**src/ltir_map.svh**
```systemverilog
`ifndef LTIR_MAP_SVH
`define LTIR_MAP_SVH

// ****************************************
// Register pointers
// ****************************************
`define LTIR_PTR_LOWER     8'h02
`define LTIR_PTR_UPPER     8'h03
`define LTIR_PTR_MAKER     8'h7e
`define LTIR_PTR_PART      8'h7f

// ****************************************
// Field positions
// ****************************************
`define LTIR_EXP_MSB       15
`define LTIR_EXP_LSB       12
`define LTIR_MANT_MSB      11
`define LTIR_MANT_LSB      0

// ****************************************
// Reset values and exponent limits
// ****************************************
`define LTIR_LOWER_RESET   16'h0000
`define LTIR_UPPER_RESET   16'hbfff
`define LTIR_EXP_MASK_LIM  4'hc
`define LTIR_EXP_MAX       4'hb

`endif

```
**src/ltir_pkg.sv**
```systemverilog
`default_nettype none
package ltir_pkg;

  typedef struct packed {
    logic [3:0]  exponent;
    logic [11:0] mantissa;
  } ltir_thresh_t;

  typedef struct packed {
    logic        wr_en;
    logic        rd_en;
    logic [7:0]  pointer;
    logic [15:0] wdata;
  } ltir_req_t;

  typedef enum logic [1:0] {
    LTIR_CMP_INSIDE = 2'b00,
    LTIR_CMP_BELOW  = 2'b01,
    LTIR_CMP_ABOVE  = 2'b10
  } ltir_cmp_t;

endpackage
`default_nettype wire

```
**src/ltir_regs.sv**
```systemverilog
`timescale 1ns/1ps
`default_nettype none
`include "ltir_map.svh"

module ltir_regs #(
  // Arbitrary neutral identity values
  parameter logic [15:0] MAKER_CODE = 16'h00a5,
  parameter logic [15:0] PART_CODE  = 16'h0c3c
) (
  // Clock and reset
  input  wire logic                  clk_in,
  input  wire logic                  sys_rst_in,
  // Register access from the serial front end
  input  wire ltir_pkg::ltir_req_t   req_in,
  output var  logic [15:0]           rdata_out,
  output var  logic                  rvalid_out,
  // Measurement and configuration
  input  wire ltir_pkg::ltir_thresh_t result_raw_in,
  input  wire logic                  result_exponent_masking_in,
  input  wire logic [3:0]            range_code_in,
  // Result view, comparison outcome and threshold copies
  output var  ltir_pkg::ltir_thresh_t result_view_out,
  output var  logic                  above_threshold_flag_out,
  output var  logic                  below_threshold_flag_out,
  output var  ltir_pkg::ltir_thresh_t lower_threshold_out,
  output var  ltir_pkg::ltir_thresh_t upper_threshold_out
);
  import ltir_pkg::*;

  // ****************************************
  // Threshold storage
  // ****************************************
  ltir_thresh_t lower_threshold;
  ltir_thresh_t upper_threshold;

  always_ff @(posedge clk_in) begin
    if (sys_rst_in) begin
      lower_threshold <= `LTIR_LOWER_RESET;
      upper_threshold <= `LTIR_UPPER_RESET;
    end else if (req_in.wr_en) begin
      // Identity pointers fall through untouched
      if (req_in.pointer == `LTIR_PTR_LOWER) begin
        lower_threshold <= req_in.wdata;
      end
      if (req_in.pointer == `LTIR_PTR_UPPER) begin
        upper_threshold <= req_in.wdata;
      end
    end
  end

  always_ff @(posedge clk_in) begin
    if (sys_rst_in) begin
      lower_threshold_out <= `LTIR_LOWER_RESET;
      upper_threshold_out <= `LTIR_UPPER_RESET;
    end else begin
      lower_threshold_out <= lower_threshold;
      upper_threshold_out <= upper_threshold;
    end
  end

  // ****************************************
  // Read path
  // ****************************************
  logic [15:0] next_rdata;

  always_comb begin
    case (req_in.pointer)
      `LTIR_PTR_LOWER: next_rdata = lower_threshold;
      `LTIR_PTR_UPPER: next_rdata = upper_threshold;
      `LTIR_PTR_MAKER: next_rdata = MAKER_CODE;
      `LTIR_PTR_PART:  next_rdata = PART_CODE;
      default:         next_rdata = 16'h0000;
    endcase
  end

  always_ff @(posedge clk_in) begin
    if (sys_rst_in) begin
      rdata_out  <= 16'h0000;
      rvalid_out <= 1'b0;
    end else begin
      rvalid_out <= req_in.rd_en;
      if (req_in.rd_en) begin
        rdata_out <= next_rdata;
      end
    end
  end

  // ****************************************
  // Lux scaling
  // ****************************************
  // Value is mantissa shifted by exponent; the 0.01 factor is common to all
  // three operands so it drops out of the comparison. Codes above 11 are
  // clamped to 11, the widest documented step.
  function automatic logic [26:0] ltir_to_lux(input ltir_thresh_t v);
    logic [3:0] e;
    e = (v.exponent > `LTIR_EXP_MAX) ? `LTIR_EXP_MAX : v.exponent;
    ltir_to_lux = {15'h0000, v.mantissa} << e;
  endfunction

  logic [26:0] lux_result;
  logic [26:0] lux_lower;
  logic [26:0] lux_upper;

  // Raw result feeds the compare so masking cannot steer the flags
  assign lux_result = ltir_to_lux(result_raw_in);
  assign lux_lower  = ltir_to_lux(lower_threshold);
  assign lux_upper  = ltir_to_lux(upper_threshold);

  ltir_cmp_t next_cmp;

  always_comb begin
    if (lux_result > lux_upper) begin
      next_cmp = LTIR_CMP_ABOVE;
    end else if (lux_result <= lux_lower) begin
      next_cmp = LTIR_CMP_BELOW;
    end else begin
      next_cmp = LTIR_CMP_INSIDE;
    end
  end

  always_ff @(posedge clk_in) begin
    if (sys_rst_in) begin
      above_threshold_flag_out <= 1'b0;
      below_threshold_flag_out <= 1'b0;
    end else begin
      above_threshold_flag_out <= (next_cmp == LTIR_CMP_ABOVE);
      below_threshold_flag_out <= (next_cmp == LTIR_CMP_BELOW);
    end
  end

  // ****************************************
  // Result register view
  // ****************************************
  // The host is expected to program the manual range into both threshold
  // exponents when it relies on masking; nothing here depends on it
  always_ff @(posedge clk_in) begin
    if (sys_rst_in) begin
      result_view_out <= 16'h0000;
    end else begin
      result_view_out <= result_raw_in;
      if (result_exponent_masking_in && (range_code_in < `LTIR_EXP_MASK_LIM)) begin
        result_view_out.exponent <= 4'h0;
      end
    end
  end

  // ****************************************
  // Checks
  // ****************************************
  // Reference lux figures for the checks. They skip the clamp on purpose,
  // so they only mean something while every exponent involved is 11 or
  // below; the checks gate on that and the bench covers the codes above
  logic [26:0] ref_raw_lux;
  logic [26:0] ref_lower_lux;
  logic [26:0] ref_upper_lux;
  logic        ref_codes_plain;
  logic        ref_masking_on;

  assign ref_raw_lux     = 27'(result_raw_in.mantissa) << result_raw_in.exponent;
  assign ref_lower_lux   = 27'(lower_threshold.mantissa) << lower_threshold.exponent;
  assign ref_upper_lux   = 27'(upper_threshold.mantissa) << upper_threshold.exponent;
  assign ref_codes_plain = (result_raw_in.exponent < `LTIR_EXP_MASK_LIM)
                        && (lower_threshold.exponent < `LTIR_EXP_MASK_LIM)
                        && (upper_threshold.exponent < `LTIR_EXP_MASK_LIM);
  assign ref_masking_on  = result_exponent_masking_in
                        && (range_code_in < `LTIR_EXP_MASK_LIM);

  chk_lower_reset_val: assert property (@(posedge clk_in)
    sys_rst_in |=> lower_threshold == `LTIR_LOWER_RESET)
    else $error("lower threshold reset value wrong");

  chk_upper_reset_val: assert property (@(posedge clk_in)
    sys_rst_in |=> upper_threshold == `LTIR_UPPER_RESET)
    else $error("upper threshold reset value wrong");

  chk_lower_write_read: assert property (@(posedge clk_in) disable iff (sys_rst_in)
    (req_in.wr_en && req_in.pointer == `LTIR_PTR_LOWER) ##1 (req_in.rd_en && !req_in.wr_en
      && req_in.pointer == `LTIR_PTR_LOWER) |=> rdata_out == $past(req_in.wdata, 2))
    else $error("lower threshold readback mismatch");

  chk_maker_code_read: assert property (@(posedge clk_in) disable iff (sys_rst_in)
    (req_in.rd_en && req_in.pointer == `LTIR_PTR_MAKER) |=> rvalid_out && rdata_out == MAKER_CODE)
    else $error("maker code read wrong");

  chk_part_code_read: assert property (@(posedge clk_in) disable iff (sys_rst_in)
    (req_in.rd_en && req_in.pointer == `LTIR_PTR_PART) |=> rdata_out == PART_CODE)
    else $error("part code read wrong");

  chk_id_write_ignored: assert property (@(posedge clk_in) disable iff (sys_rst_in)
    (req_in.wr_en && req_in.pointer[7:1] == 7'h3f) |=>
      $stable(lower_threshold) && $stable(upper_threshold))
    else $error("identity write disturbed thresholds");

  chk_mask_exp_zero: assert property (@(posedge clk_in) disable iff (sys_rst_in)
    (result_exponent_masking_in && range_code_in < `LTIR_EXP_MASK_LIM)
      |=> result_view_out.exponent == 4'h0)
    else $error("masked result exponent not zero");

  chk_above_flag_lux: assert property (@(posedge clk_in) disable iff (sys_rst_in)
    ((({15'h0000, result_raw_in.mantissa} << result_raw_in.exponent) >
      ({15'h0000, upper_threshold.mantissa} << upper_threshold.exponent))
      && result_raw_in.exponent < `LTIR_EXP_MASK_LIM
      && upper_threshold.exponent < `LTIR_EXP_MASK_LIM)
      |=> above_threshold_flag_out)
    else $error("above flag missed on unmasked result");

  // ****************************************
  // Flag and result view checks
  // ****************************************
  // Flags lag the operands by one edge, so every consequent looks one
  // cycle after the operands were seen
  chk_below_flag_lux: assert property (@(posedge clk_in) disable iff (sys_rst_in)
    (ref_codes_plain && ref_raw_lux <= ref_lower_lux && ref_raw_lux <= ref_upper_lux)
      |=> below_threshold_flag_out)
    else $error("below flag missed on unmasked result");

  chk_inside_flags_low: assert property (@(posedge clk_in) disable iff (sys_rst_in)
    (ref_codes_plain && ref_raw_lux > ref_lower_lux && ref_raw_lux <= ref_upper_lux)
      |=> !above_threshold_flag_out && !below_threshold_flag_out)
    else $error("flag raised while result lies between thresholds");

  chk_masked_above_kept: assert property (@(posedge clk_in) disable iff (sys_rst_in)
    (ref_masking_on && ref_codes_plain && ref_raw_lux > ref_upper_lux)
      |=> above_threshold_flag_out)
    else $error("masking suppressed the above flag");

  chk_masked_below_kept: assert property (@(posedge clk_in) disable iff (sys_rst_in)
    (ref_masking_on && ref_codes_plain && ref_raw_lux <= ref_lower_lux
      && ref_raw_lux <= ref_upper_lux) |=> below_threshold_flag_out)
    else $error("masking suppressed the below flag");

  chk_view_mantissa_pass: assert property (@(posedge clk_in) disable iff (sys_rst_in)
    1'b1 |=> result_view_out.mantissa == $past(result_raw_in.mantissa))
    else $error("result view mantissa differs from raw result");

  chk_view_exp_pass: assert property (@(posedge clk_in) disable iff (sys_rst_in)
    !ref_masking_on |=> result_view_out.exponent == $past(result_raw_in.exponent))
    else $error("result view exponent changed without masking");

  // ****************************************
  // Register path checks
  // ****************************************
  // Writes land on the strobe edge; the registered copies follow one
  // edge later, so they are checked two edges after the strobe
  chk_lower_write_lands: assert property (@(posedge clk_in) disable iff (sys_rst_in)
    (req_in.wr_en && req_in.pointer == `LTIR_PTR_LOWER)
      |=> lower_threshold == $past(req_in.wdata))
    else $error("lower threshold write lost");

  chk_upper_write_lands: assert property (@(posedge clk_in) disable iff (sys_rst_in)
    (req_in.wr_en && req_in.pointer == `LTIR_PTR_UPPER)
      |=> upper_threshold == $past(req_in.wdata))
    else $error("upper threshold write lost");

  // A read right behind a write of the same pointer must see the new word
  chk_upper_write_read: assert property (@(posedge clk_in) disable iff (sys_rst_in)
    (req_in.wr_en && req_in.pointer == `LTIR_PTR_UPPER) ##1 (req_in.rd_en && !req_in.wr_en
      && req_in.pointer == `LTIR_PTR_UPPER) |=> rdata_out == $past(req_in.wdata, 2))
    else $error("upper threshold readback mismatch");

  chk_lower_out_follows: assert property (@(posedge clk_in) disable iff (sys_rst_in)
    (req_in.wr_en && req_in.pointer == `LTIR_PTR_LOWER)
      |=> ##1 lower_threshold_out == $past(req_in.wdata, 2))
    else $error("lower threshold copy does not follow write");

  chk_upper_out_follows: assert property (@(posedge clk_in) disable iff (sys_rst_in)
    (req_in.wr_en && req_in.pointer == `LTIR_PTR_UPPER)
      |=> ##1 upper_threshold_out == $past(req_in.wdata, 2))
    else $error("upper threshold copy does not follow write");

  chk_lower_reset_out: assert property (@(posedge clk_in)
    sys_rst_in |=> lower_threshold_out == `LTIR_LOWER_RESET)
    else $error("lower threshold copy reset value wrong");

  chk_upper_reset_out: assert property (@(posedge clk_in)
    sys_rst_in |=> upper_threshold_out == `LTIR_UPPER_RESET)
    else $error("upper threshold copy reset value wrong");

  // Read data is a held register, so idle cycles must not disturb it
  chk_read_data_hold: assert property (@(posedge clk_in) disable iff (sys_rst_in)
    !req_in.rd_en |=> $stable(rdata_out))
    else $error("read data moved without a read");

  chk_rvalid_idle_low: assert property (@(posedge clk_in) disable iff (sys_rst_in)
    !req_in.rd_en |=> !rvalid_out)
    else $error("read valid raised without a read");

  chk_part_read_valid: assert property (@(posedge clk_in) disable iff (sys_rst_in)
    (req_in.rd_en && req_in.pointer == `LTIR_PTR_PART) |=> rvalid_out)
    else $error("part code read not answered");

endmodule
`default_nettype wire

```
**config.mk**
```make
export PLATFORM = sky130hd
export DESIGN_NAME = ltir_regs
export DESIGN_NICKNAME = d
export VERILOG_FILES = /design/src/ltir_pkg.sv /design/src/ltir_regs.sv
export VERILOG_INCLUDE_DIRS = /design/src
export SDC_FILE = /design/constraint.sdc
export NUM_CORES = 1
export LEC_CHECK = 0
export BUFFER_PORTS_ARGS = -buffer_cell sky130_fd_sc_hd__buf_2
export CAP_MARGIN = 20
export CORE_ASPECT_RATIO = 2
export CORE_MARGIN = 4
export CORE_UTILIZATION = 51
export CTS_CLUSTER_DIAMETER = 150
export DETAILED_ROUTE_END_ITERATION = 8
export PLACE_DENSITY = 0.78
export SETUP_SLACK_MARGIN = 0.05
export SLEW_MARGIN = 40
export SYNTH_ARGS = -nofsm -noshare
export SYNTH_HDL_FRONTEND = slang
export SYNTH_SLANG_ARGS = --single-unit
```
**constraint.sdc**
```tcl
create_clock -name clk_in -period 3.1 [get_ports clk_in]
set_clock_uncertainty 0.2 [all_clocks]
set_input_delay 0.465 -clock clk_in [delete_from_list [all_inputs] [get_ports clk_in]]
set_output_delay 0.465 -clock clk_in [all_outputs]
set_load 0.01 [all_outputs]
```
[Word-level counts from Yosys, hierarchy flattened]
Index checks and enable logic that the tools add are counted.
Storage, ports and cells
  register bits: 99
  input bits: 49
  logic and storage cells: 39
  output and inout port bits: 67
Operators by class
  shifts and indexed selects: 3
  eq/ne operators: 6
  reduce and logical (&&, ||, !) cells: 4
  muxes and demuxes: 6
  magnitude comparators: 6
Operators with widths (number)
  $shl 12x4->27: 3
  $pmux 16 s4: 1
  $gt 27x27->1: 1
  $le 27x27->1: 1
  $eq 8x2->1 const B: 2
  $eq 8x7->1 const B: 2
  $gt 4x4->1 const B: 3
  $mux 4: 3
  $lt 4x4->1 const B: 1
  $reduce_and 2->1: 2
  $eq 2x1->1 const B: 1
  $eq 2x2->1 const B: 1
  $mux 2: 1
  $reduce_or 2->1: 1
  $logic_and 1x1->1: 1
  $mux 1: 1

[Longest topological paths before layout]
Gate-level depths: netlist (run 1).
  depth after elaboration: 7
  depth in mapped cells: 15
  gate-level depth less buffers: 13

[Least setup slack after synthesis (run 1)]
No wires, ideal clock.
  path kind: input-to-reg
  from: in result_raw_in[14] (netlist bit)
  to: reg below_threshold_flag_out
  setup time: 58 ps
  arrival time: 3135 ps
  buffers on the path: 2
  setup slack: -293 ps
  required time: 2842 ps
  stages: 13
  path through: buf_4 > a21o_1 > buf_2 > mux4_2 > nand2_1 > o21ai_0 > ha_1 > a21oi_1 > o21ai_0 > a221o_1 > a211o_1 > a221oi_1 > o21a_1
Between the ends
  cells in the longest elaborated chain, start to end: 7
  elaborated cells between the ends (all ways): 8
  those cells by class: order compare: 3; eq/ne: 1; shift: 1; mux: 3
Ends and longest elaborated chain
  start: declaration: RTL line ltir_regs.sv:18  | input wire ltir_pkg::ltir_thresh_t result_raw_in,
  $gt 4x4->1 (no source line)
  $mux 4 *: RTL line ltir_regs.sv:96  | e = (v.exponent > `LTIR_EXP_MAX) ? `LTIR_EXP_MAX : v.exponent;
  $shl 12x4->27 *: RTL line ltir_regs.sv:97  | ltir_to_lux = {15'h0000, v.mantissa} << e;
  $le 27x27->1: RTL line ltir_regs.sv:114  | end else if (lux_result <= lux_lower) begin
  $mux 1: RTL line ltir_regs.sv:114
  $mux 2 *: RTL line ltir_regs.sv:112  | if (lux_result > lux_upper) begin
  $eq 2x1->1 *: RTL line ltir_regs.sv:127  | below_threshold_flag_out <= (next_cmp == LTIR_CMP_BELOW);
  end signal: assignment: RTL line ltir_regs.sv:127
  end: declaration: RTL line ltir_regs.sv:24  | output var logic below_threshold_flag_out,
Mark *: on every way between the ends. The rest lies on a longest branch, timed or not.
A chain may end at the register's enable or synchronous reset.

[Final worst setup path (run 1)]
  from: reg upper_threshold[15] (netlist bit)
  to: reg below_threshold_flag_out
Between the ends
  cells in the longest elaborated chain, start to end: 6
Ends and longest elaborated chain
  start: declaration: RTL line ltir_regs.sv:34  | ltir_thresh_t upper_threshold;
  start signal: assignment: RTL line ltir_regs.sv:39  | upper_threshold <= `LTIR_UPPER_RESET;
  start signal: assignment: RTL line ltir_regs.sv:46  | upper_threshold <= req_in.wdata;
  $gt 4x4->1 (no source line)
  $mux 4 *: RTL line ltir_regs.sv:96
  $shl 12x4->27 *: RTL line ltir_regs.sv:97
  $gt 27x27->1 *: RTL line ltir_regs.sv:112
  $mux 2 *: RTL line ltir_regs.sv:112
  $eq 2x1->1 *: RTL line ltir_regs.sv:127
Marks and branches as above.

==> results of run 1 <==
-- final cells by class --
class	count	share of cell area, %
Multi-Input combinational cell	629	53.6
Sequential cell	99	24.3
Timing Repair Buffer	205	16.0
Clock buffer	10	2.93
Tap cell	150	2.30
Clock inverter	6	0.659
Inverter	3	0.138
-- cell usage after synthesis, types with 2 or more instances --
cell type | n | area [um2]
sky130_fd_sc_hd__nand2_1 | 102 | 383
sky130_fd_sc_hd__dfxtp_1 | 99 | 1980
sky130_fd_sc_hd__mux2i_1 | 77 | 771
sky130_fd_sc_hd__a21oi_1 | 68 | 340
sky130_fd_sc_hd__ha_1 | 54 | 676
sky130_fd_sc_hd__nor2b_1 | 43 | 269
sky130_fd_sc_hd__nand3_1 | 38 | 190
sky130_fd_sc_hd__nor2_1 | 37 | 139
sky130_fd_sc_hd__o21ai_0 | 30 | 150
sky130_fd_sc_hd__clkbuf_1 | 23 | 86.3
sky130_fd_sc_hd__nand3b_1 | 20 | 150
sky130_fd_sc_hd__or2_2 | 17 | 106
sky130_fd_sc_hd__mux2_2 | 15 | 169
sky130_fd_sc_hd__a22oi_1 | 13 | 97.6
sky130_fd_sc_hd__a211oi_1 | 12 | 90.1
sky130_fd_sc_hd__nand2b_1 | 12 | 75.1
sky130_fd_sc_hd__nand4_1 | 12 | 75.1
sky130_fd_sc_hd__buf_2 | 11 | 55.1
sky130_fd_sc_hd__and2_1 | 9 | 56.3
sky130_fd_sc_hd__buf_1 | 8 | 30.0
sky130_fd_sc_hd__buf_4 | 8 | 60.1
sky130_fd_sc_hd__a21o_1 | 6 | 45.0
sky130_fd_sc_hd__nor3_1 | 6 | 30.0
sky130_fd_sc_hd__o21ai_1 | 5 | 25.0
sky130_fd_sc_hd__nor4_1 | 4 | 25.0
sky130_fd_sc_hd__or2_1 | 4 | 25.0
sky130_fd_sc_hd__a21oi_4 | 3 | 48.8
sky130_fd_sc_hd__buf_6 | 3 | 33.8
sky130_fd_sc_hd__inv_1 | 3 | 11.3
sky130_fd_sc_hd__nor3b_1 | 3 | 22.5
sky130_fd_sc_hd__a211o_1 | 2 | 17.5
sky130_fd_sc_hd__a22o_1 | 2 | 17.5
sky130_fd_sc_hd__a311oi_1 | 2 | 17.5
sky130_fd_sc_hd__a31oi_1 | 2 | 12.5
sky130_fd_sc_hd__conb_1 | 2 | 7.51
sky130_fd_sc_hd__mux4_2 | 2 | 45.0
sky130_fd_sc_hd__nand4b_1 | 2 | 17.5
-- cell families after synthesis --
group           after synthesis  synth area share (%)
mux                          94                  15.2
flops                        99                  30.7
compound gates              151                  14.1
buf+inv                      56                  4.28
fa+ha+maj                    54                  10.5
other cells                   2                 0.116
simple gates                314                  25.1
-- flip-flops by register name (all words and copies together) (netlist names) --
register / flops
lower_threshold_out: 16
upper_threshold_out: 16
result_view_out: 16
rvalid_out: 1
lower_threshold: 16
upper_threshold: 16
above_threshold_flag_out: 1
rdata_out: 16
below_threshold_flag_out: 1
-- critical path, cell delays in order (launching register included) --
cell and delay (ps):
sky130_fd_sc_hd__dfxtp_4 370, sky130_fd_sc_hd__buf_4 150, sky130_fd_sc_hd__a21oi_4 140, sky130_fd_sc_hd__buf_12 170
sky130_fd_sc_hd__buf_4 170, sky130_fd_sc_hd__mux2i_2 220, sky130_fd_sc_hd__o21ai_2 90, sky130_fd_sc_hd__buf_4 130
sky130_fd_sc_hd__buf_4 120, sky130_fd_sc_hd__nand2_1 80, sky130_fd_sc_hd__ha_1 260, sky130_fd_sc_hd__a21oi_1 170
sky130_fd_sc_hd__a211oi_1 90, sky130_fd_sc_hd__nor3_1 170, sky130_fd_sc_hd__o21ai_1 140, sky130_fd_sc_hd__a221oi_2 290
sky130_fd_sc_hd__o21a_1 150
-- power groups by stage --
stage	clock [mW]	combinational [mW]	sequential, mW
after floorplan	0	0.282	1.33
after detailed placement	0	0.493	1.32
after global placement	0	0.485	1.32
final	1.13	0.510	1.29
after global routing	1.20	0.566	1.29
after CTS	1.14	0.501	1.29
-- what timing repair did --
item	in CTS	in global routing
cloned	1	0
setup buffers	6	3
gates resized for setup	27	9
pin swaps	10	4
setup endpoints to repair	2	2
-- final timing paths --
kind / endpoint / slack, ps
min reg2reg: rdata_out[7]$_SDFFE_PP0P_ / 260
min: upper_threshold[7]$_SDFFE_PP1P_ / 150
max: below_threshold_flag_out$_SDFF_PP0_ / -60
max reg2reg: below_threshold_flag_out$_SDFF_PP0_ / -60
-- metal layers --
layer  vias up  part of all wire, %
li1       3079                    -
met1      2987                   34
met2       253                   52
met3       101                  5.2
met4         0                  9.2
met5         -                    0
-- layout by cell type, fill, tap and decap left out, types with 5 or more instances in the layout --
cell type	synthesis	layout
sky130_fd_sc_hd__nand2b_1	12	12
sky130_fd_sc_hd__o21ai_1	5	11
sky130_fd_sc_hd__and2_1	9	9
sky130_fd_sc_hd__a21oi_2	1	5
sky130_fd_sc_hd__dfxtp_1	99	97
sky130_fd_sc_hd__nand4_1	12	12
sky130_fd_sc_hd__mux2_2	15	15
sky130_fd_sc_hd__mux2i_2	0	10
sky130_fd_sc_hd__ha_1	54	54
sky130_fd_sc_hd__a21oi_1	68	63
sky130_fd_sc_hd__nor2_1	37	37
sky130_fd_sc_hd__a22oi_1	13	12
sky130_fd_sc_hd__mux2i_1	77	66
sky130_fd_sc_hd__nand2_1	102	102
sky130_fd_sc_hd__conb_1	2	16
sky130_fd_sc_hd__nand3b_1	20	20
sky130_fd_sc_hd__clkbuf_16	0	9
sky130_fd_sc_hd__nor2b_1	43	43
sky130_fd_sc_hd__o21ai_0	30	23
sky130_fd_sc_hd__a211oi_1	12	11
sky130_fd_sc_hd__buf_4	8	86
sky130_fd_sc_hd__nor3_1	6	5
sky130_fd_sc_hd__buf_2	11	114
sky130_fd_sc_hd__or2_2	17	17
sky130_fd_sc_hd__nand3_1	38	38
-- stage by stage --
stage          hold slack [ps]  setup WS [ps]  cells
6_report                   147          -60.5   1102
5_1_grt                    156           -211   1102
4_1_cts                    146          -9.19   1099
3_5_place_dp               241           -412   1076
3_3_place_gp               239           -422   1076
2_1_floorplan              267          -69.7    784
==> impl_metrics.toml, run 1 <==
[worst_setup_path]
register_to_register_path_depth = 16
rr_startpoint = "upper_threshold[15]$_SDFFE_PP1P_"
worstSetupEndpointType = "flip-flop"
worst_setup_path_startpoint = "upper_threshold[15]$_SDFFE_PP1P_"
startpoint_type = "flip-flop"
crit_path_category = "reg -> reg"
crit_required_ps = 3200
worst_ep_arrival_time_ps = 3260
critPathMaxFanout = 14

[place]
placement.cell_area_um2 = 7660
gp_congestion = 0.961
place.port_buffers = 113
dp.final_hpwl_um = 15200

[global_route]
initial_antenna_violation_count = 0
grt_remaining_overflow = 0
top_usage_layer = "met2"
pin_count_of_the_biggest_net_entering_global_routing = 59
grtUsageMet2_pct = 47.9
grt_first_pass_wirelength_um = 30400
grt_use_met1_pct = 25.0
grt_usage_pct = 26.7
gr-usage-met3_pct = 4.63
first_global_vias = 6339

[floorplanning]
core_box_area_um2 = 12500
fp.dieArea_um2 = 14600
die_h_um = 167
floorplan.initialDensity_pct = 51.8
io_pins = 116
fp-row-count = 58
horizontal_extent_of_the_die_um = 87.6

[finish]
nNetsFinal = 1050
diodes = 0
register_area_um2 = 1990
multiInputGateArea_um2 = 4380
post_route_cells_drive_above_1_share_pct = 30.3
area_growth_syn_to_layout_pct = 26.3
final_core_util_pct = 65.4
design_area_um2 = 8160
fill_cells = 1046

[power_and_ir_drop]
power_mw = 2.93
ir_drop_mv = 0.473
power.share.sequential_pct = 44.0
clockPowerShare_pct = 38.6
p_switching_mw = 0.831
cellLeakagePower_nw = 3.69
p_int_mw = 2.10
pwr_density_cell_nw_per_um2 = 359
power.share.combinational_pct = 17.4
netSwitchingFraction_pct = 28.3

[drt]
via_per_inst = 5.83
firstDrtPassIters = 5
ant_nets = 0
number_of_violations_reported_at_the_end_of_detailed_routing_iteration_0 = 312
drc = 0
totalWireLength_um = 19600
vias = 6420
route.detailed.wl_per_inst_um = 17.8

[timing]
rsz0062_at_grt = "true"
setup-tns-final_ps = -91.4
final.period_utilization_pct = 102
worst_pin_slew_ps = 698
setup_viol = 2
max_freq_mhz = 316
period_minus_slack_ps = 3160
slew_violations = 0
final_critical_path_setup_slack_ps = -60.5
slew-limit-headroom_pct = 53.3
final_hold_viol_count = 0

[hold_path]
hold_path.class = "in -> reg"
worst_hold_startpoint = "req_in[7]"
min_delay_path_depth = 3

[logic_synthesis]
ys_async_sr_fraction_pct = 0
synth_seq_area_share_pct = 30.7
post_synthesis_cell_count = 770
synth-edff-count = 0
mappedNetlistArea_um2 = 6460
yosys_most_used_dff = "sky130_fd_sc_hd__dfxtp_1"
synth_seq_cells = 99
synth_warnings = 0
postSynthAreaPerCell_um2 = 8.39
yosys.cell_types.count = 48

[clock_network]
cts_inserted_buffers = 9
cts_root_buf = "sky130_fd_sc_hd__clkbuf_16"
ctsHtreeMaxLevel = 3
ctsLongestPathBuffers = 2
clkLatencyLatePin_ps = 360
numClockSinks = 99
cts_hold_repair.buffers = 0
tritoncts_clock_tree = "done"
worst_setup_hold_path_clk_slew_ps = 80

[outcome]
run_status = "finished with violations"
failed_checks = "setup timing"

[job]
cap_violations = 0
Note: power is estimated with default switching activity, not from simulation.
==> inputs of run 2 (changes only) <==
--- a/config.mk
+++ b/config.mk
@@ -8,7 +8,7 @@
 export LEC_CHECK = 0
 export BUFFER_PORTS_ARGS = -buffer_cell sky130_fd_sc_hd__buf_2
 export CAP_MARGIN = 20
-export CORE_ASPECT_RATIO = 2
+export CORE_ASPECT_RATIO = 1.75
 export CORE_MARGIN = 4
 export CORE_UTILIZATION = 51
 export CTS_CLUSTER_DIAMETER = 150
==> impl_metrics.toml, run 2 (synthesized netlist as in run 1, its figures left out) <==
[worst_setup_path]
rrSetupSlack_ps = -170
timing.critical_path.buf_inv = 2
setup.worst_path.end = "below_threshold_flag_out$_SDFF_PP0_"
worstSetupEndpointType = "flip-flop"
worst_setup_path_startpoint = "upper_threshold[15]$_SDFFE_PP1P_"
startpoint_type = "flip-flop"
crit_path_category = "reg -> reg"
critPathMaxFanout = 8
crit_slowest_cell = "sky130_fd_sc_hd__mux2i_1"
crit_required_ps = 3200
worst_r2r_endpoint = "below_threshold_flag_out$_SDFF_PP0_"
register_to_register_path_depth = 13
crit_family = "compound AO/OA/AOI/OAI gates"
critical_path.cell_chain = "buf_6 -> a21oi_4 -> buf_12 -> mux2i_1 -> mux2i_1 -> nor2_1 -> a21oi_1 -> ha_1 -> nand4_1 -> nor3_2 -> nand2_1 -> a221oi_2 -> o21a_1"
path_common_cell = "sky130_fd_sc_hd__mux2i_1"
cp_peak_stage_delay_ps = 390
worstSetupPathDepth = 13
rr_startpoint = "upper_threshold[15]$_SDFFE_PP1P_"
worst_ep_arrival_time_ps = 3360

[clock_network]
ctsHtreeMaxLevel = 3
numClockSinks = 99
cts_inserted_buffers = 9
cts_root_buf = "sky130_fd_sc_hd__clkbuf_16"
tritoncts_clock_tree = "done"
ctsLongestPathBuffers = 2
clkLatencyLatePin_ps = 350
worst_setup_hold_path_clk_slew_ps = 80

[global_route]
first_global_vias = 6401
grt_usage_pct = 26.5
pin_count_of_the_biggest_net_entering_global_routing = 47
grt_first_pass_wirelength_um = 30500
grt_remaining_overflow = 0
initial_antenna_violation_count = 0

[place]
placed_cells_incl_taps = 1098
place.port_buffers = 113
dp.final_hpwl_um = 14800
gp_congestion = 0.920

[power_and_ir_drop]
ir_drop_mv = 0.333
pwr_density_cell_nw_per_um2 = 354
cellLeakagePower_nw = 3.69
power.share.combinational_pct = 18.5
p_int_mw = 2.10
netSwitchingFraction_pct = 29.0
p_switching_mw = 0.858
power.share.sequential_pct = 43.7
clockPowerShare_pct = 37.8

[timing]
slew-limit-headroom_pct = 58.0
rsz0062_at_grt = "true"
final.period_utilization_pct = 105
worst_hold_slack_ps = 140
final_hold_viol_count = 0
period_minus_slack_ps = 3270
setup_viol = 2
max_freq_mhz = 306
slew_violations = 0
final_critical_path_setup_slack_ps = -167
worst_pin_slew_ps = 628

[floorplanning]
horizontal_extent_of_the_die_um = 93.1
fp-row-count = 54
fp.dieArea_um2 = 14600
die_h_um = 157
core_box_area_um2 = 12400
floorplan.initialDensity_pct = 52.0
io_pins = 116

[finish]
leading_cell_types_in_the_layout_fill_and_taps_excluded = "sky130_fd_sc_hd__buf_2, sky130_fd_sc_hd__nand2_1, sky130_fd_sc_hd__dfxtp_1, sky130_fd_sc_hd__buf_4, sky130_fd_sc_hd__a21oi_1"
layout_commonest_cell = "sky130_fd_sc_hd__buf_2"
stdcell_count = 1124
area_growth_syn_to_layout_pct = 29.2
post_route_cells_drive_above_1_share_pct = 32.6
fill_cells = 1026
diodes = 0
nNetsFinal = 1055

[drt]
via_per_inst = 5.78
firstDrtPassIters = 8
route.detailed.wl_per_inst_um = 17.9
number_of_violations_reported_at_the_end_of_detailed_routing_iteration_0 = 425
drc = 0
totalWireLength_um = 20100
vias = 6501
ant_nets = 0

[job]
cap_violations = 0

[outcome]
failed_checks = "setup timing"
run_status = "finished with violations"

[hold_path]
hold_path.class = "in -> reg"
-- run 2: cell count changes in the layout (fill, tap and decap cells not counted), sizes merged --
cell and change:
inv +1, clkinvlp -1, buf +4
-- run 2: worst reg2reg max path, cell delays in order, from the launching register on --
cell                       delay [ps]
sky130_fd_sc_hd__dfxtp_4          360
sky130_fd_sc_hd__buf_6            120
sky130_fd_sc_hd__a21oi_4          210
sky130_fd_sc_hd__buf_12           170
sky130_fd_sc_hd__mux2i_1          400
sky130_fd_sc_hd__mux2i_1          130
sky130_fd_sc_hd__nor2_1           140
sky130_fd_sc_hd__a21oi_1           70
sky130_fd_sc_hd__ha_1             320
sky130_fd_sc_hd__nand4_1          190
sky130_fd_sc_hd__nor3_2           280
sky130_fd_sc_hd__nand2_1          120
sky130_fd_sc_hd__a221oi_2         330
sky130_fd_sc_hd__o21a_1           170
-- run 2: what timing repair did --
action,4_1_cts,5_1_grt
hold buffers,0,0
buffers inserted,4,6
cloned,0,1
pin swaps,14,15
gates resized for setup,30,31
setup endpoints to repair,2,2
-- run 2: final cells by class --
cell class | instances | area [um2] | area share (%)
timing repair buffer | 210 | 1360 | 16.2
inverter | 3 | 11.3 | 0.135
sequential | 99 | 1990 | 23.8
multi-input combinational | 629 | 4510 | 54.0
clock buffer | 9 | 225 | 2.70
clock inverter | 6 | 55.1 | 0.659
tap | 168 | 210 | 2.52
-- run 2: metal layers --
metal  track usage [%]  up-vias  share of wire (%)
li1                  -     3090                  -
met1              25.1     3002                 35
met2              49.6      293                 51
met3              4.64      116                5.5
met4              20.3        0                8.8
met5                 0        -                  0
-- run 2: how the worst min path moves through the flow --
stage / startpoint / to / slack [ps] / cells after the start
after floorplan: lower_threshold[1]$_SDFFE_PP0P_ / lower_threshold[1]$_SDFFE_PP0P_ / 270 / 2
after global placement: rdata_out[0]$_SDFFE_PP0P_ / rdata_out[0]$_SDFFE_PP0P_ / 240 / 2
after detailed placement: rdata_out[10]$_SDFFE_PP0P_ / rdata_out[10]$_SDFFE_PP0P_ / 240 / 2
after CTS: req_in[13] / upper_threshold[13]$_SDFFE_PP1P_ / 140 / 3
after global routing: req_in[7] / upper_threshold[7]$_SDFFE_PP1P_ / 160 / 3
final: req_in[13] / upper_threshold[13]$_SDFFE_PP1P_ / 140 / 3
-- run 2: metrics by stage --
| step | setup WS [ps] | instance area (um2) | setup TNS [ps] | total power [mW] | util (%) |
|---|---|---|---|---|---|
| 4_1_cts | -21.0 | 8120 | -35.3 | 2.92 | 65.3 |
| 2_1_floorplan | -69.7 | 6540 | -69.7 | 1.61 | - |
| 3_5_place_dp | -466 | 7700 | -918 | 1.82 | 62.0 |
| 6_report | -167 | 8350 | -277 | 2.95 | 67.2 |
| 5_1_grt | -299 | 8350 | -512 | 3.05 | 67.2 |
| 3_3_place_gp | -382 | 7700 | -735 | 1.80 | 62.0 |
-- run 2: power by group through the flow --
stage / Clock [mW] / Sequential (mW) / Combinational, mW
after floorplan: 0 / 1.33 / 0.282
after global placement: 0 / 1.32 / 0.482
after detailed placement: 0 / 1.32 / 0.493
after CTS: 1.11 / 1.29 / 0.513
after global routing: 1.16 / 1.29 / 0.600
final: 1.12 / 1.29 / 0.548
==> inputs of run 3 (changes only) <==
--- a/config.mk
+++ b/config.mk
@@ -15,6 +15,7 @@
 export DETAILED_ROUTE_END_ITERATION = 8
 export PLACE_DENSITY = 0.78
 export SETUP_SLACK_MARGIN = 0.05
+export SKIP_CTS_REPAIR_TIMING = 1
 export SLEW_MARGIN = 40
 export SYNTH_ARGS = -nofsm -noshare
 export SYNTH_HDL_FRONTEND = slang
==> impl_metrics.toml, run 3 (synthesized netlist as in run 1, its figures left out) <==
[outcome]
run_status = "finished with violations"
failed_checks = "setup timing"

[timing]
worst_pin_slew_ps = 655
rsz0062_at_grt = "true"
period_minus_slack_ps = 3240
final_critical_path_setup_slack_ps = -136
setup_viol = 2
slew-limit-headroom_pct = 56.2
slew_violations = 0
final.period_utilization_pct = 104
max_freq_mhz = 309
final_hold_viol_count = 0

[clock_network]
cts_root_buf = "sky130_fd_sc_hd__clkbuf_16"
ctsLongestPathBuffers = 2
cts_inserted_buffers = 9
tritoncts_clock_tree = "done"
clkLatencyLatePin_ps = 350
numClockSinks = 99
ctsHtreeMaxLevel = 3
worst_setup_hold_path_clk_slew_ps = 70

[worst_setup_path]
critPathMaxFanout = 5
crit_family = "compound AO/OA/AOI/OAI gates"
cp_peak_stage_delay_ps = 360
crit_path_category = "reg -> reg"
worstSetupEndpointType = "flip-flop"
startpoint_type = "flip-flop"
crit_required_ps = 3200
rrSetupSlack_ps = -140
path_common_cell = "sky130_fd_sc_hd__mux2i_1"
timing.critical_path.buf_inv = 2
critical_path.cell_chain = "a21oi_2 -> buf_6 -> mux2i_4 -> mux2i_1 -> buf_4 -> mux2_2 -> mux2i_1 -> ha_1 -> a21oi_1 -> o21ai_1 -> a211o_1 -> a221oi_2 -> o21a_1"
crit_slowest_cell = "sky130_fd_sc_hd__dfxtp_4"
worst_ep_arrival_time_ps = 3330

[finish]
register_area_um2 = 1990
post_route_cells_drive_above_1_share_pct = 33.1
area_growth_syn_to_layout_pct = 29.9
diodes = 0
fill_cells = 1019
leading_cell_types_in_the_layout_fill_and_taps_excluded = "sky130_fd_sc_hd__buf_2, sky130_fd_sc_hd__nand2_1, sky130_fd_sc_hd__dfxtp_1, sky130_fd_sc_hd__buf_4, sky130_fd_sc_hd__a21oi_1"
stdcell_count = 1123
design_area_um2 = 8400
nNetsFinal = 1054
layout_commonest_cell = "sky130_fd_sc_hd__buf_2"
multiInputGateArea_um2 = 4540

[global_route]
grt_first_pass_wirelength_um = 29600
grt_remaining_overflow = 0
first_global_vias = 6304
pin_count_of_the_biggest_net_entering_global_routing = 47
grt_usage_pct = 25.7
initial_antenna_violation_count = 0

[floorplanning]
fp-row-count = 54
fp.dieArea_um2 = 14600
io_pins = 116
die_h_um = 157
core_box_area_um2 = 12400
floorplan.initialDensity_pct = 52.0
horizontal_extent_of_the_die_um = 93.1

[drt]
ant_nets = 0
totalWireLength_um = 20000
route.detailed.wl_per_inst_um = 17.8
firstDrtPassIters = 5
drc = 0
vias = 6453
number_of_violations_reported_at_the_end_of_detailed_routing_iteration_0 = 495
via_per_inst = 5.75

[hold_path]
hold_path.class = "in -> reg"

[power_and_ir_drop]
cellLeakagePower_nw = 3.68
pwr_density_cell_nw_per_um2 = 350
ir_drop_mv = 0.335

[place]
dp.final_hpwl_um = 14800
placed_cells_incl_taps = 1098
gp_congestion = 0.920
place.port_buffers = 113
placement.cell_area_um2 = 7700

[job]
cap_violations = 0
run 3: per-layer routing:
| layer | routed length, um | track usage, % |
|---|---|---|
| met1 | 7030 | 24.3 |
| met2 | 10200 | 48.0 |
| met3 | 1080 | 4.35 |
| met4 | 1700 | 19.8 |
| met5 | 0 | 0 |
run 3: final timing paths:
| path | from | to | cells after the start |
|---|---|---|---|
| worst max register to register | upper_threshold[15]$_SDFFE_PP1P_ | below_threshold_flag_out$_SDFF_PP0_ | 13 |
| worst max-delay path | upper_threshold[15]$_SDFFE_PP1P_ | below_threshold_flag_out$_SDFF_PP0_ | 13 |
| worst min register to register | rdata_out[7]$_SDFFE_PP0P_ | rdata_out[7]$_SDFFE_PP0P_ | 2 |
| worst min-delay path | req_in[13] | upper_threshold[13]$_SDFFE_PP1P_ | 3 |
run 3: power breakdown:
part           leakage, nW  internal, mW  switching (mW)
Clock                0.139         0.559           0.551
Sequential           0.804          1.29         0.00546
Combinational         2.74         0.247           0.294
Total                 3.68          2.09           0.851
run 3: metrics by stage:
| step | hold slack (ps) | power [mW] | TNS (ps) | util (%) | setup WS (ps) |
|---|---|---|---|---|---|
| finish | 143 | 2.94 | -186 | 67.6 | -136 |
| global route | 164 | 3.04 | -484 | 67.6 | -258 |
| CTS | 139 | 2.91 | -385 | 64.2 | -215 |
| detailed placement | 243 | 1.82 | -918 | 62.0 | -466 |
| global placement | 238 | 1.80 | -735 | 62.0 | -382 |
| floorplan | 267 | 1.61 | -69.7 | - | -69.7 |
run 3: worst register-to-register path, cell delays in order (launching register included):
cell and delay (ps):
sky130_fd_sc_hd__dfxtp_4 360, sky130_fd_sc_hd__a21oi_2 130, sky130_fd_sc_hd__buf_6 170, sky130_fd_sc_hd__mux2i_4 270, sky130_fd_sc_hd__mux2i_1 130, sky130_fd_sc_hd__buf_4 160, sky130_fd_sc_hd__mux2_2 260, sky130_fd_sc_hd__mux2i_1 180
sky130_fd_sc_hd__ha_1 290, sky130_fd_sc_hd__a21oi_1 150, sky130_fd_sc_hd__o21ai_1 80, sky130_fd_sc_hd__a211o_1 300, sky130_fd_sc_hd__a221oi_2 340, sky130_fd_sc_hd__o21a_1 160
run 3: area by class of cell:
class,count,share of cell area [%]
timing repair buffer,209,16.3
sequential,99,23.7
multi-input combinational,629,54.1
inverter,3,0.134
tap,168,2.50
clock buffer,9,2.68
clock inverter,6,0.655
